===== config.mk =====
export PLATFORM = sky130hd
export DESIGN_NAME = dsf_top
export DESIGN_NICKNAME = d
export VERILOG_FILES = /design/src/pkg/dsf_pkg.sv /design/src/dsf_shifter.sv /design/src/dsf_top.sv
export VERILOG_INCLUDE_DIRS = /design/src /design/src/pkg
export SDC_FILE = /design/constraint.sdc
export NUM_CORES = 1
export LEC_CHECK = 0
export ABC_AREA = 1
export BUFFER_PORTS_ARGS = -buffer_cell sky130_fd_sc_hd__buf_2
export CAP_MARGIN = 15
export CORE_MARGIN = 1
export CORE_UTILIZATION = 31
export DETAILED_ROUTE_END_ITERATION = 7
export PLACE_DENSITY = 0.54
export RECOVER_POWER = 25
export SYNTH_ARGS = -nofsm -noshare
export SYNTH_HDL_FRONTEND = slang
export SYNTH_HIERARCHICAL = 1
export SYNTH_SLANG_ARGS = --single-unit

===== constraint.sdc =====
create_clock -name clock -period 3.4 [get_ports clock]
set_input_delay 0.17 -clock clock [delete_from_list [all_inputs] [get_ports clock]]
set_output_delay 0.17 -clock clock [all_outputs]
set_load 0.02 [all_outputs]

===== src/pkg/dsf_params.svh =====
`ifndef DSF_PARAMS_SVH
`define DSF_PARAMS_SVH

// Register indices; byte address is four times the index
`define DSF_IDX_MODE 18'h312b8
`define DSF_IDX_CAPS 18'h312b9
`define DSF_IDX_DIGCNT 18'h312ba
`define DSF_IDX_STATUS 18'h312bb
`define DSF_IDX_COUNT 18'h312bc

// Conversion mode codes
`define DSF_MODE_PASS 32'h0000_0000
`define DSF_MODE_W12 32'h0000_0004
`define DSF_MODE_W13 32'h0000_0020
`define DSF_MODE_W14 32'h0000_0008
`define DSF_MODE_W15 32'h0000_0010

// Capability mask: every supported widening code
`define DSF_CAPS_VALUE 32'h0000_003c

// Shift distances per conversion code
`define DSF_SHIFT_W12 3'h4
`define DSF_SHIFT_W13 3'h3
`define DSF_SHIFT_W14 3'h2
`define DSF_SHIFT_W15 3'h1
`define DSF_SHIFT_NONE 3'h0

// Embedded digital bit count limit and reset values
`define DSF_DIGCNT_MAX 3'h4
`define DSF_DIGCNT_RESET 3'h0
`define DSF_MODE_RESET 32'h0000_0000

// Status register fields
`define DSF_STAT_REJECT_BIT 0
`define DSF_STAT_DIGACT_BIT 1

`endif


===== src/pkg/dsf_pkg.sv =====
package dsf_pkg;

    // Bus slave handshake states, one-hot
    typedef enum logic [2:0] {
        DSF_IDLE = 3'b001,
        DSF_ACCESS = 3'b010,
        DSF_RESP = 3'b100
    } dsf_bus_state_e;

    // One replay sample word, two's complement
    typedef logic signed [15:0] dsf_sample_t;

endpackage


===== src/dsf_shifter.sv =====
// Left shift of a sample word, zero fill from below
module dsf_shifter (
    input wire logic [15:0] word_in,
    input wire logic [2:0] amount,
    output logic [15:0] word_out
);

    // Bits above bit 15 fall off; vacated low bits become zero
    assign word_out = word_in << amount;

endmodule


===== src/dsf_top.sv =====
// Overview of operation
// - Samples are signed sixteen bit words
// - Top k bits become channel digital outputs
// - Analog field shifted up to DAC MSB
// - Analog field stays two's complement, LSB k
// - One global read/write conversion mode setting
// - Read-only capability mask of supported modes
// - Code 0h passes words unchanged
// - Code 4h shifts up by four
// - Code 20h shifts up by three
// - Code 8h shifts up by two
// - Code 10h shifts up by one
// - Shift ignores content and channel
// - Passthrough plus digital enable splits bits
// - Widening conversion discards embedded digital bits
//
// The APB interface to the registers was chosen for this implementation.
`include "dsf_params.svh"

module dsf_top (
    input wire logic clock,
    input wire logic rst,
    // APB slave
    input wire logic psel,
    input wire logic penable,
    input wire logic pwrite,
    input wire logic [19:0] paddr,
    input wire logic [31:0] pwdata,
    input wire logic [3:0] pstrb,
    output logic pready,
    output logic [31:0] prdata,
    output logic pslverr,
    // Sample stream from the replay buffer
    input wire logic sample_valid,
    input wire logic [15:0] sample_in,
    // Formatted stream toward the DAC
    output logic dac_valid,
    output logic [15:0] dac_data,
    // Embedded digital outputs
    output logic multipurpose_line_0,
    output logic multipurpose_line_1,
    output logic multipurpose_line_2,
    output logic multipurpose_line_3
);

    // Bus handshake state
    dsf_pkg::dsf_bus_state_e state_q;
    dsf_pkg::dsf_bus_state_e state_d;

    // Software visible registers
    logic [31:0] mode_q; // Conversion mode
    logic [2:0] digcnt_q; // Embedded digital bit count
    logic reject_q; // Sticky rejected-write flag
    logic [31:0] count_q; // Samples formatted since reset

    // Bus answer registers
    logic pready_q;
    logic [31:0] prdata_q;
    logic pslverr_q;

    // Stream output registers
    logic dac_valid_q;
    logic [15:0] dac_data_q;
    logic [3:0] lines_q;

    // Address decode
    wire [17:0] word_index = paddr[19:2];
    wire aligned = (paddr[1:0] == 2'b00);
    wire hit_mode = aligned && (word_index == `DSF_IDX_MODE);
    wire hit_caps = aligned && (word_index == `DSF_IDX_CAPS);
    wire hit_digcnt = aligned && (word_index == `DSF_IDX_DIGCNT);
    wire hit_status = aligned && (word_index == `DSF_IDX_STATUS);
    wire hit_count = aligned && (word_index == `DSF_IDX_COUNT);
    wire hit_any = hit_mode | hit_caps | hit_digcnt | hit_status | hit_count;

    // Full-word strobe; partial writes would leave a mode half-written
    wire full_strobe = (pstrb == 4'hf);

    // Access phase seen for the first time
    wire access_now = (state_q == dsf_pkg::DSF_ACCESS);
    wire wr_now = access_now && pwrite;
    wire rd_now = access_now && !pwrite;

    wire code_known = (pwdata == `DSF_MODE_PASS) ||
                      (pwdata == `DSF_MODE_W12) ||
                      (pwdata == `DSF_MODE_W13) ||
                      (pwdata == `DSF_MODE_W14) ||
                      (pwdata == `DSF_MODE_W15);
    wire code_capable = ((pwdata & ~`DSF_CAPS_VALUE) == 32'h0000_0000);
    wire mode_ok = code_known && code_capable && full_strobe;

    // Digital bit count above the limit is refused
    wire digcnt_ok = (pwdata[31:3] == 29'h0000_0000) &&
                     (pwdata[2:0] <= `DSF_DIGCNT_MAX) && full_strobe;

    // Write accept strobes
    wire wr_mode = wr_now && hit_mode && mode_ok;
    wire wr_digcnt = wr_now && hit_digcnt && digcnt_ok;
    wire wr_status = wr_now && hit_status;

    // Refused writes: bad code, bad count, read-only target, unmapped
    wire wr_bad_mode = wr_now && hit_mode && !mode_ok;
    wire wr_bad_cnt = wr_now && hit_digcnt && !digcnt_ok;
    wire wr_ro = wr_now && (hit_caps || hit_count);
    wire wr_refused = wr_bad_mode || wr_bad_cnt || wr_ro;
    wire unmapped = access_now && !hit_any;

    // Status clear request, write one to clear
    wire reject_clr = wr_status && full_strobe && pwdata[`DSF_STAT_REJECT_BIT];

    // Conversion active when any widening code is selected
    wire conv_active = (mode_q != `DSF_MODE_PASS);
    // split only in passthrough with digital enabled
    wire split_active = !conv_active && (digcnt_q != 3'h0);

    // Status word seen by software
    wire [31:0] status_word = {30'h0000_0000, split_active, reject_q};

    // Read data selection
    wire [31:0] rd_data = hit_mode ? mode_q :
                          hit_caps ? `DSF_CAPS_VALUE :
                          hit_digcnt ? {29'h0000_0000, digcnt_q} :
                          hit_status ? status_word :
                          hit_count ? count_q :
                          32'h0000_0000;

    wire [2:0] conv_shift = (mode_q == `DSF_MODE_W12) ? `DSF_SHIFT_W12 :
                            (mode_q == `DSF_MODE_W13) ? `DSF_SHIFT_W13 :
                            (mode_q == `DSF_MODE_W14) ? `DSF_SHIFT_W14 :
                            (mode_q == `DSF_MODE_W15) ? `DSF_SHIFT_W15 :
                            `DSF_SHIFT_NONE;

    // analog field moved up by k
    wire [2:0] shift_amount = split_active ? digcnt_q : conv_shift;

    // word taken as signed two's complement
    dsf_pkg::dsf_sample_t sample_word;
    assign sample_word = sample_in;

    // Shifted word
    logic [15:0] shifted;

    dsf_shifter u_shift (
        .word_in(sample_word),
        .amount(shift_amount),
        .word_out(shifted)
    );

    wire [3:0] top_bits = {sample_in[12], sample_in[13], sample_in[14], sample_in[15]};
    // Mask of enabled lines, line 0 takes D15
    wire [3:0] line_mask = (digcnt_q == 3'h1) ? 4'h1 :
                           (digcnt_q == 3'h2) ? 4'h3 :
                           (digcnt_q == 3'h3) ? 4'h7 :
                           (digcnt_q == 3'h4) ? 4'hf :
                           4'h0;
    wire [3:0] lines_next = split_active ? (top_bits & line_mask) : 4'h0;

    // sign bit lands on bit 15
    wire [15:0] dac_next = shifted;

    // Bus state sequencing
    always_comb begin
        state_d = state_q;
        case (state_q)
            // Setup seen: answer in the following access phase
            dsf_pkg::DSF_IDLE: begin
                if (psel && !penable) begin
                    state_d = dsf_pkg::DSF_ACCESS;
                end
            end
            // Decide and raise pready for one cycle
            dsf_pkg::DSF_ACCESS: begin
                state_d = dsf_pkg::DSF_RESP;
            end
            // Master releases or starts a new setup
            dsf_pkg::DSF_RESP: begin
                if (psel && !penable) begin
                    state_d = dsf_pkg::DSF_ACCESS;
                end else begin
                    state_d = dsf_pkg::DSF_IDLE;
                end
            end
            // Illegal code recovers to idle
            default: begin
                state_d = dsf_pkg::DSF_IDLE;
            end
        endcase
    end

    // Bus state register
    always_ff @(posedge clock or posedge rst) begin
        if (rst) begin
            state_q <= dsf_pkg::DSF_IDLE;
        end else begin
            state_q <= state_d;
        end
    end

    // Bus answer, registered so pready is a flop
    always_ff @(posedge clock or posedge rst) begin
        if (rst) begin
            pready_q <= 1'b0;
            prdata_q <= 32'h0000_0000;
            pslverr_q <= 1'b0;
        end else begin
            pready_q <= access_now;
            // Read data only changes with a read answer
            if (rd_now) begin
                prdata_q <= rd_data;
            end
            pslverr_q <= access_now && (unmapped || wr_refused);
        end
    end

    always_ff @(posedge clock or posedge rst) begin
        if (rst) begin
            mode_q <= `DSF_MODE_RESET;
        end else if (wr_mode) begin
            mode_q <= pwdata;
        end
    end

    // Digital bit count register
    always_ff @(posedge clock or posedge rst) begin
        if (rst) begin
            digcnt_q <= `DSF_DIGCNT_RESET;
        end else if (wr_digcnt) begin
            digcnt_q <= pwdata[2:0];
        end
    end

    always_ff @(posedge clock or posedge rst) begin
        if (rst) begin
            reject_q <= 1'b0;
        end else if (wr_bad_mode || wr_bad_cnt) begin
            reject_q <= 1'b1;
        end else if (reject_clr) begin
            reject_q <= 1'b0;
        end
    end

    // Sample counter, wraps; lets software see the stream move
    always_ff @(posedge clock or posedge rst) begin
        if (rst) begin
            count_q <= 32'h0000_0000;
        end else if (sample_valid) begin
            count_q <= count_q + 32'h0000_0001;
        end
    end

    // Stream valid, one cycle latency
    always_ff @(posedge clock or posedge rst) begin
        if (rst) begin
            dac_valid_q <= 1'b0;
        end else begin
            dac_valid_q <= sample_valid;
        end
    end

    always_ff @(posedge clock or posedge rst) begin
        if (rst) begin
            dac_data_q <= 16'h0000;
            lines_q <= 4'h0;
        end else if (sample_valid) begin
            dac_data_q <= dac_next;
            lines_q <= lines_next;
        end
    end

    // Mode changes take effect on the next sample; words in flight keep the old format
    assign pready = pready_q;
    assign prdata = prdata_q;
    assign pslverr = pslverr_q;
    assign dac_valid = dac_valid_q;
    assign dac_data = dac_data_q;
    assign multipurpose_line_0 = lines_q[0];
    assign multipurpose_line_1 = lines_q[1];
    assign multipurpose_line_2 = lines_q[2];
    assign multipurpose_line_3 = lines_q[3];

endmodule


==> summary.txt <==
Placement
  • Instance area at placement: 7880 µm²
  • HPWL Detailed: 14000 µm
  • GP Congestion: 0.861
  • IO Port Bufs: 132

Cells and area
  • Footprint of the multi-input gates: 3030 µm²
  • Seq. cell area: 3150 µm²
  • Diode count: 0
  • Post-layout util: 0.385
  • Fin area: 8450 µm²
  • Share of cells above drive strength 1: 0.157
  • Filler cells: 2343
  • Final-stage net count: 1147
  • Area Overhead vs Synth: 21.2%

GRT
  • Largest net degree at the start of global routing: 94
  • Global route overflow: 0
  • GRT Overall Usage: 0.168
  • Initial antenna violation count: 0
  • Vias in the first global route: 6162
  • Global-route wire length before repair: 30900 µm

Worst setup path
  • CP Capture Type: flip-flop
  • Worst path required time: 3.70 ns
  • Critical path startpoint category: flip-flop
  • Biggest fanout along the worst timing path: 17
  • Arr. time, crit path: 2.65 ns
  • Kind of critical path: flip-flop to flip-flop

Timing
  • Total negative setup slack: 0 ns
  • Relative slew slack: -0.0734
  • Final worst-path cycle share: 0.689
  • Worst slew pin tran: 1.60 ns
  • Final setup viols: 0
  • Minimum clock period: 2.34 ns
  • Fmax: 427 MHz
  • Fin. max-slew vios: 34
  • Clock Skew: 0.00929 ns
  • RSZ-0062 raised after global routing: false
  • Final Hold Viols: 0

Synth
  • Mapped Cells: 933
  • Sequential area share after synthesis: 0.453
  • Post-synth top area share: 0.449
  • Yosys top cell by area: dfrtp_1
  • Yosys Warn Count: 6
  • Synth async-reset ratio: 1.00
  • Cell Area, Synth: 6970 µm²
  • Netlist cell types: 36
  • Mapped Avg Cell Area: 7.47 µm²
  • Top-count cell post-synth: nand2_1
  • Synth Flop Type: dfrtp_1
  • Commonest cells in the netlist: nand2_1 (214), inv_1 (149), nor2_1 (129), dfrtp_1 (125), nand3_1 (95)
  • Synth area leaders: dfrtp_1 (45%), nand2_1 (12%), inv_1 (8.0%)
  • Post-synth EDFFs: 0
  • Yosys reg bits: 126
  • Post-Syn Nets: 1012

Die
  • Rows: 54
  • Placeable Area: 22000 µm²
  • Boundary Pins: 133
  • Initial Util: 0.317
  • Die Wd: 152 µm
  • Chip Height: 152 µm
  • Die Area: 23100 µm²

Hold path
  • Worst hold path class: primary input to flip-flop

Clocking
  • # hold bufs at CTS: 3
  • CTS Buf Count: 17
  • Sink Count: 126
  • CTS tree: done
  • Post-CTS Resized: 0
  • H-tree lvl count: 4
  • CTS clock-pin slew for the worst setup and hold paths: 0.06 ns
  • Clock Tree Buf Depth: 2
  • Worst skew pair latency: 0.42 ns
  • Clk Tree Root Cell: clkbuf_16
  • Setup repair bufs after CTS: 0

Drt
  • Initial DRC count: 419
  • Drt via density: 4.60
  • First-pass detailed-route iteration total: 7
  • Via count: 6258
  • DRT Wirelength: 18400 µm
  • WL/cell: 13.5 µm
  • DR DRC count: 7
  • Final antenna-violating net count: 0

Power
  • LEAKAGE: 4.43 nW
  • Peak VDD IR: 249 µV
  • Tot Pwr: 4.46 mW
  • P per Cell Area: 527 nW/µm²

Flow run
  • Max Cap Viol: 1

Status
  • Failing checks: DRC, capacitance limit, slew limit
  • Status: finished, violations left
cell type report:
cell class / instances / share of cell area
Multi-Input combinational cell: 623 / 0.358
Inverter: 156 / 0.0706
Clock buffer: 21 / 0.0545
Clock inverter: 10 / 0.0164
Timing Repair Buffer: 144 / 0.0853
Sequential cell: 126 / 0.373
Tap cell: 280 / 0.0415
report_power, final:
group,internal [mW],switching (mW)
clock network,1.19,0.664
logic,0.265,0.507
registers,1.69,0.141
total,3.14,1.31
final timing paths:
path	startpoint	endpoint	slack [ns]	cells past startpoint
worst min register to register	dac_data[14]$_DFFE_PP0P_	dac_data[14]$_DFFE_PP0P_	0.47	2
worst min-delay path	pwdata[4]	mode_q[4]$_DFFE_PP0P_	0.03	3
worst max register to register	mode_q[7]$_DFFE_PP0P_	dac_data[4]$_DFFE_PP0P_	1.06	15
min in group asynchronous	rst	prdata[12]$_DFFE_PP0P_	0.67	3
worst max-delay path	mode_q[7]$_DFFE_PP0P_	dac_data[4]$_DFFE_PP0P_	1.06	15
max in group asynchronous	rst	lines_q[1]$_DFFE_PP0P_	1.62	4
per-layer routing:
layer	up-vias	global-route usage	share of wire
li1	3246	-	-
met1	2847	0.226	0.49
met2	144	0.276	0.46
met3	21	0.0297	0.038
met4	0	0.0520	0.014
met5	-	0	0
state kept, by name, indices dropped and copies added, names as in the netlist:
signal and count:
count_q 32, reject_q 1, state_q 3, dac_data 16, mode_q 32, lines_q 4, prdata 32, pready 1
digcnt_q 3, pslverr 1, dac_valid 1
layout by cell type, fill, tap and decap left out, types with 2 or more instances in the layout:
cell / netlist / layout
nand4_1: 29 / 29
nor3_1: 16 / 17
xor2_1: 26 / 26
nor2_1: 129 / 128
clkinv_2: 0 / 3
dlygate4sd3_1: 0 / 3
o21ai_1: 7 / 9
clkbuf_16: 0 / 17
nor3_4: 3 / 2
nor4_1: 3 / 3
nor2_2: 4 / 4
inv_2: 5 / 5
clkbuf_8: 0 / 2
clkinv_4: 0 / 3
inv_1: 149 / 148
nand2_2: 4 / 4
bufinv_16: 0 / 3
nor3_2: 6 / 6
clkbuf_1: 6 / 40
buf_4: 2 / 7
o22ai_1: 26 / 26
nand2_1: 214 / 214
a21oi_1: 7 / 7
buf_2: 12 / 95
o21ai_0: 33 / 31
nand3b_1: 3 / 3
nand3_1: 95 / 95
nand3_2: 6 / 6
dfrtp_1: 125 / 125
nand2_4: 5 / 5
cells by family (layout without fill, tap and decap cells):
family	Yosys count	after routing	synth area share
adders and majority gates	1	1	0.00179
DFF	126	126	0.453
xor gates and xnor gates	27	27	0.0339
AOI/OAI and AO/OA	75	75	0.0594
buffers and inverters	184	331	0.114
and+or+nand+nor	520	520	0.339
through the flow:
step                std cells  hold WS [ns]  setup WS, ns
floorplan                 933         0.201          1.38
global placement         1326         0.352          1.12
detailed placement       1326         0.346          1.08
CTS                      1360        0.0174          1.08
global route             1360        0.0305         0.780
finish                   1360        0.0286          1.06
critical path: stages (launching register included):
cell	delay, ns
dfrtp_1	0.37
nor2_1	0.19
nand3_1	0.15
inv_1	0.10
nand2_1	0.05
nor3_1	0.18
nand2_1	0.16
o21ai_1	0.16
buf_4	0.25
inv_8	0.11
nand2_1	0.09
nand3_1	0.10
nand3_1	0.12
nand2_1	0.06
nand2_1	0.06
nand2_1	0.06
No activity file was read; power rests on OpenSTA's default activity.
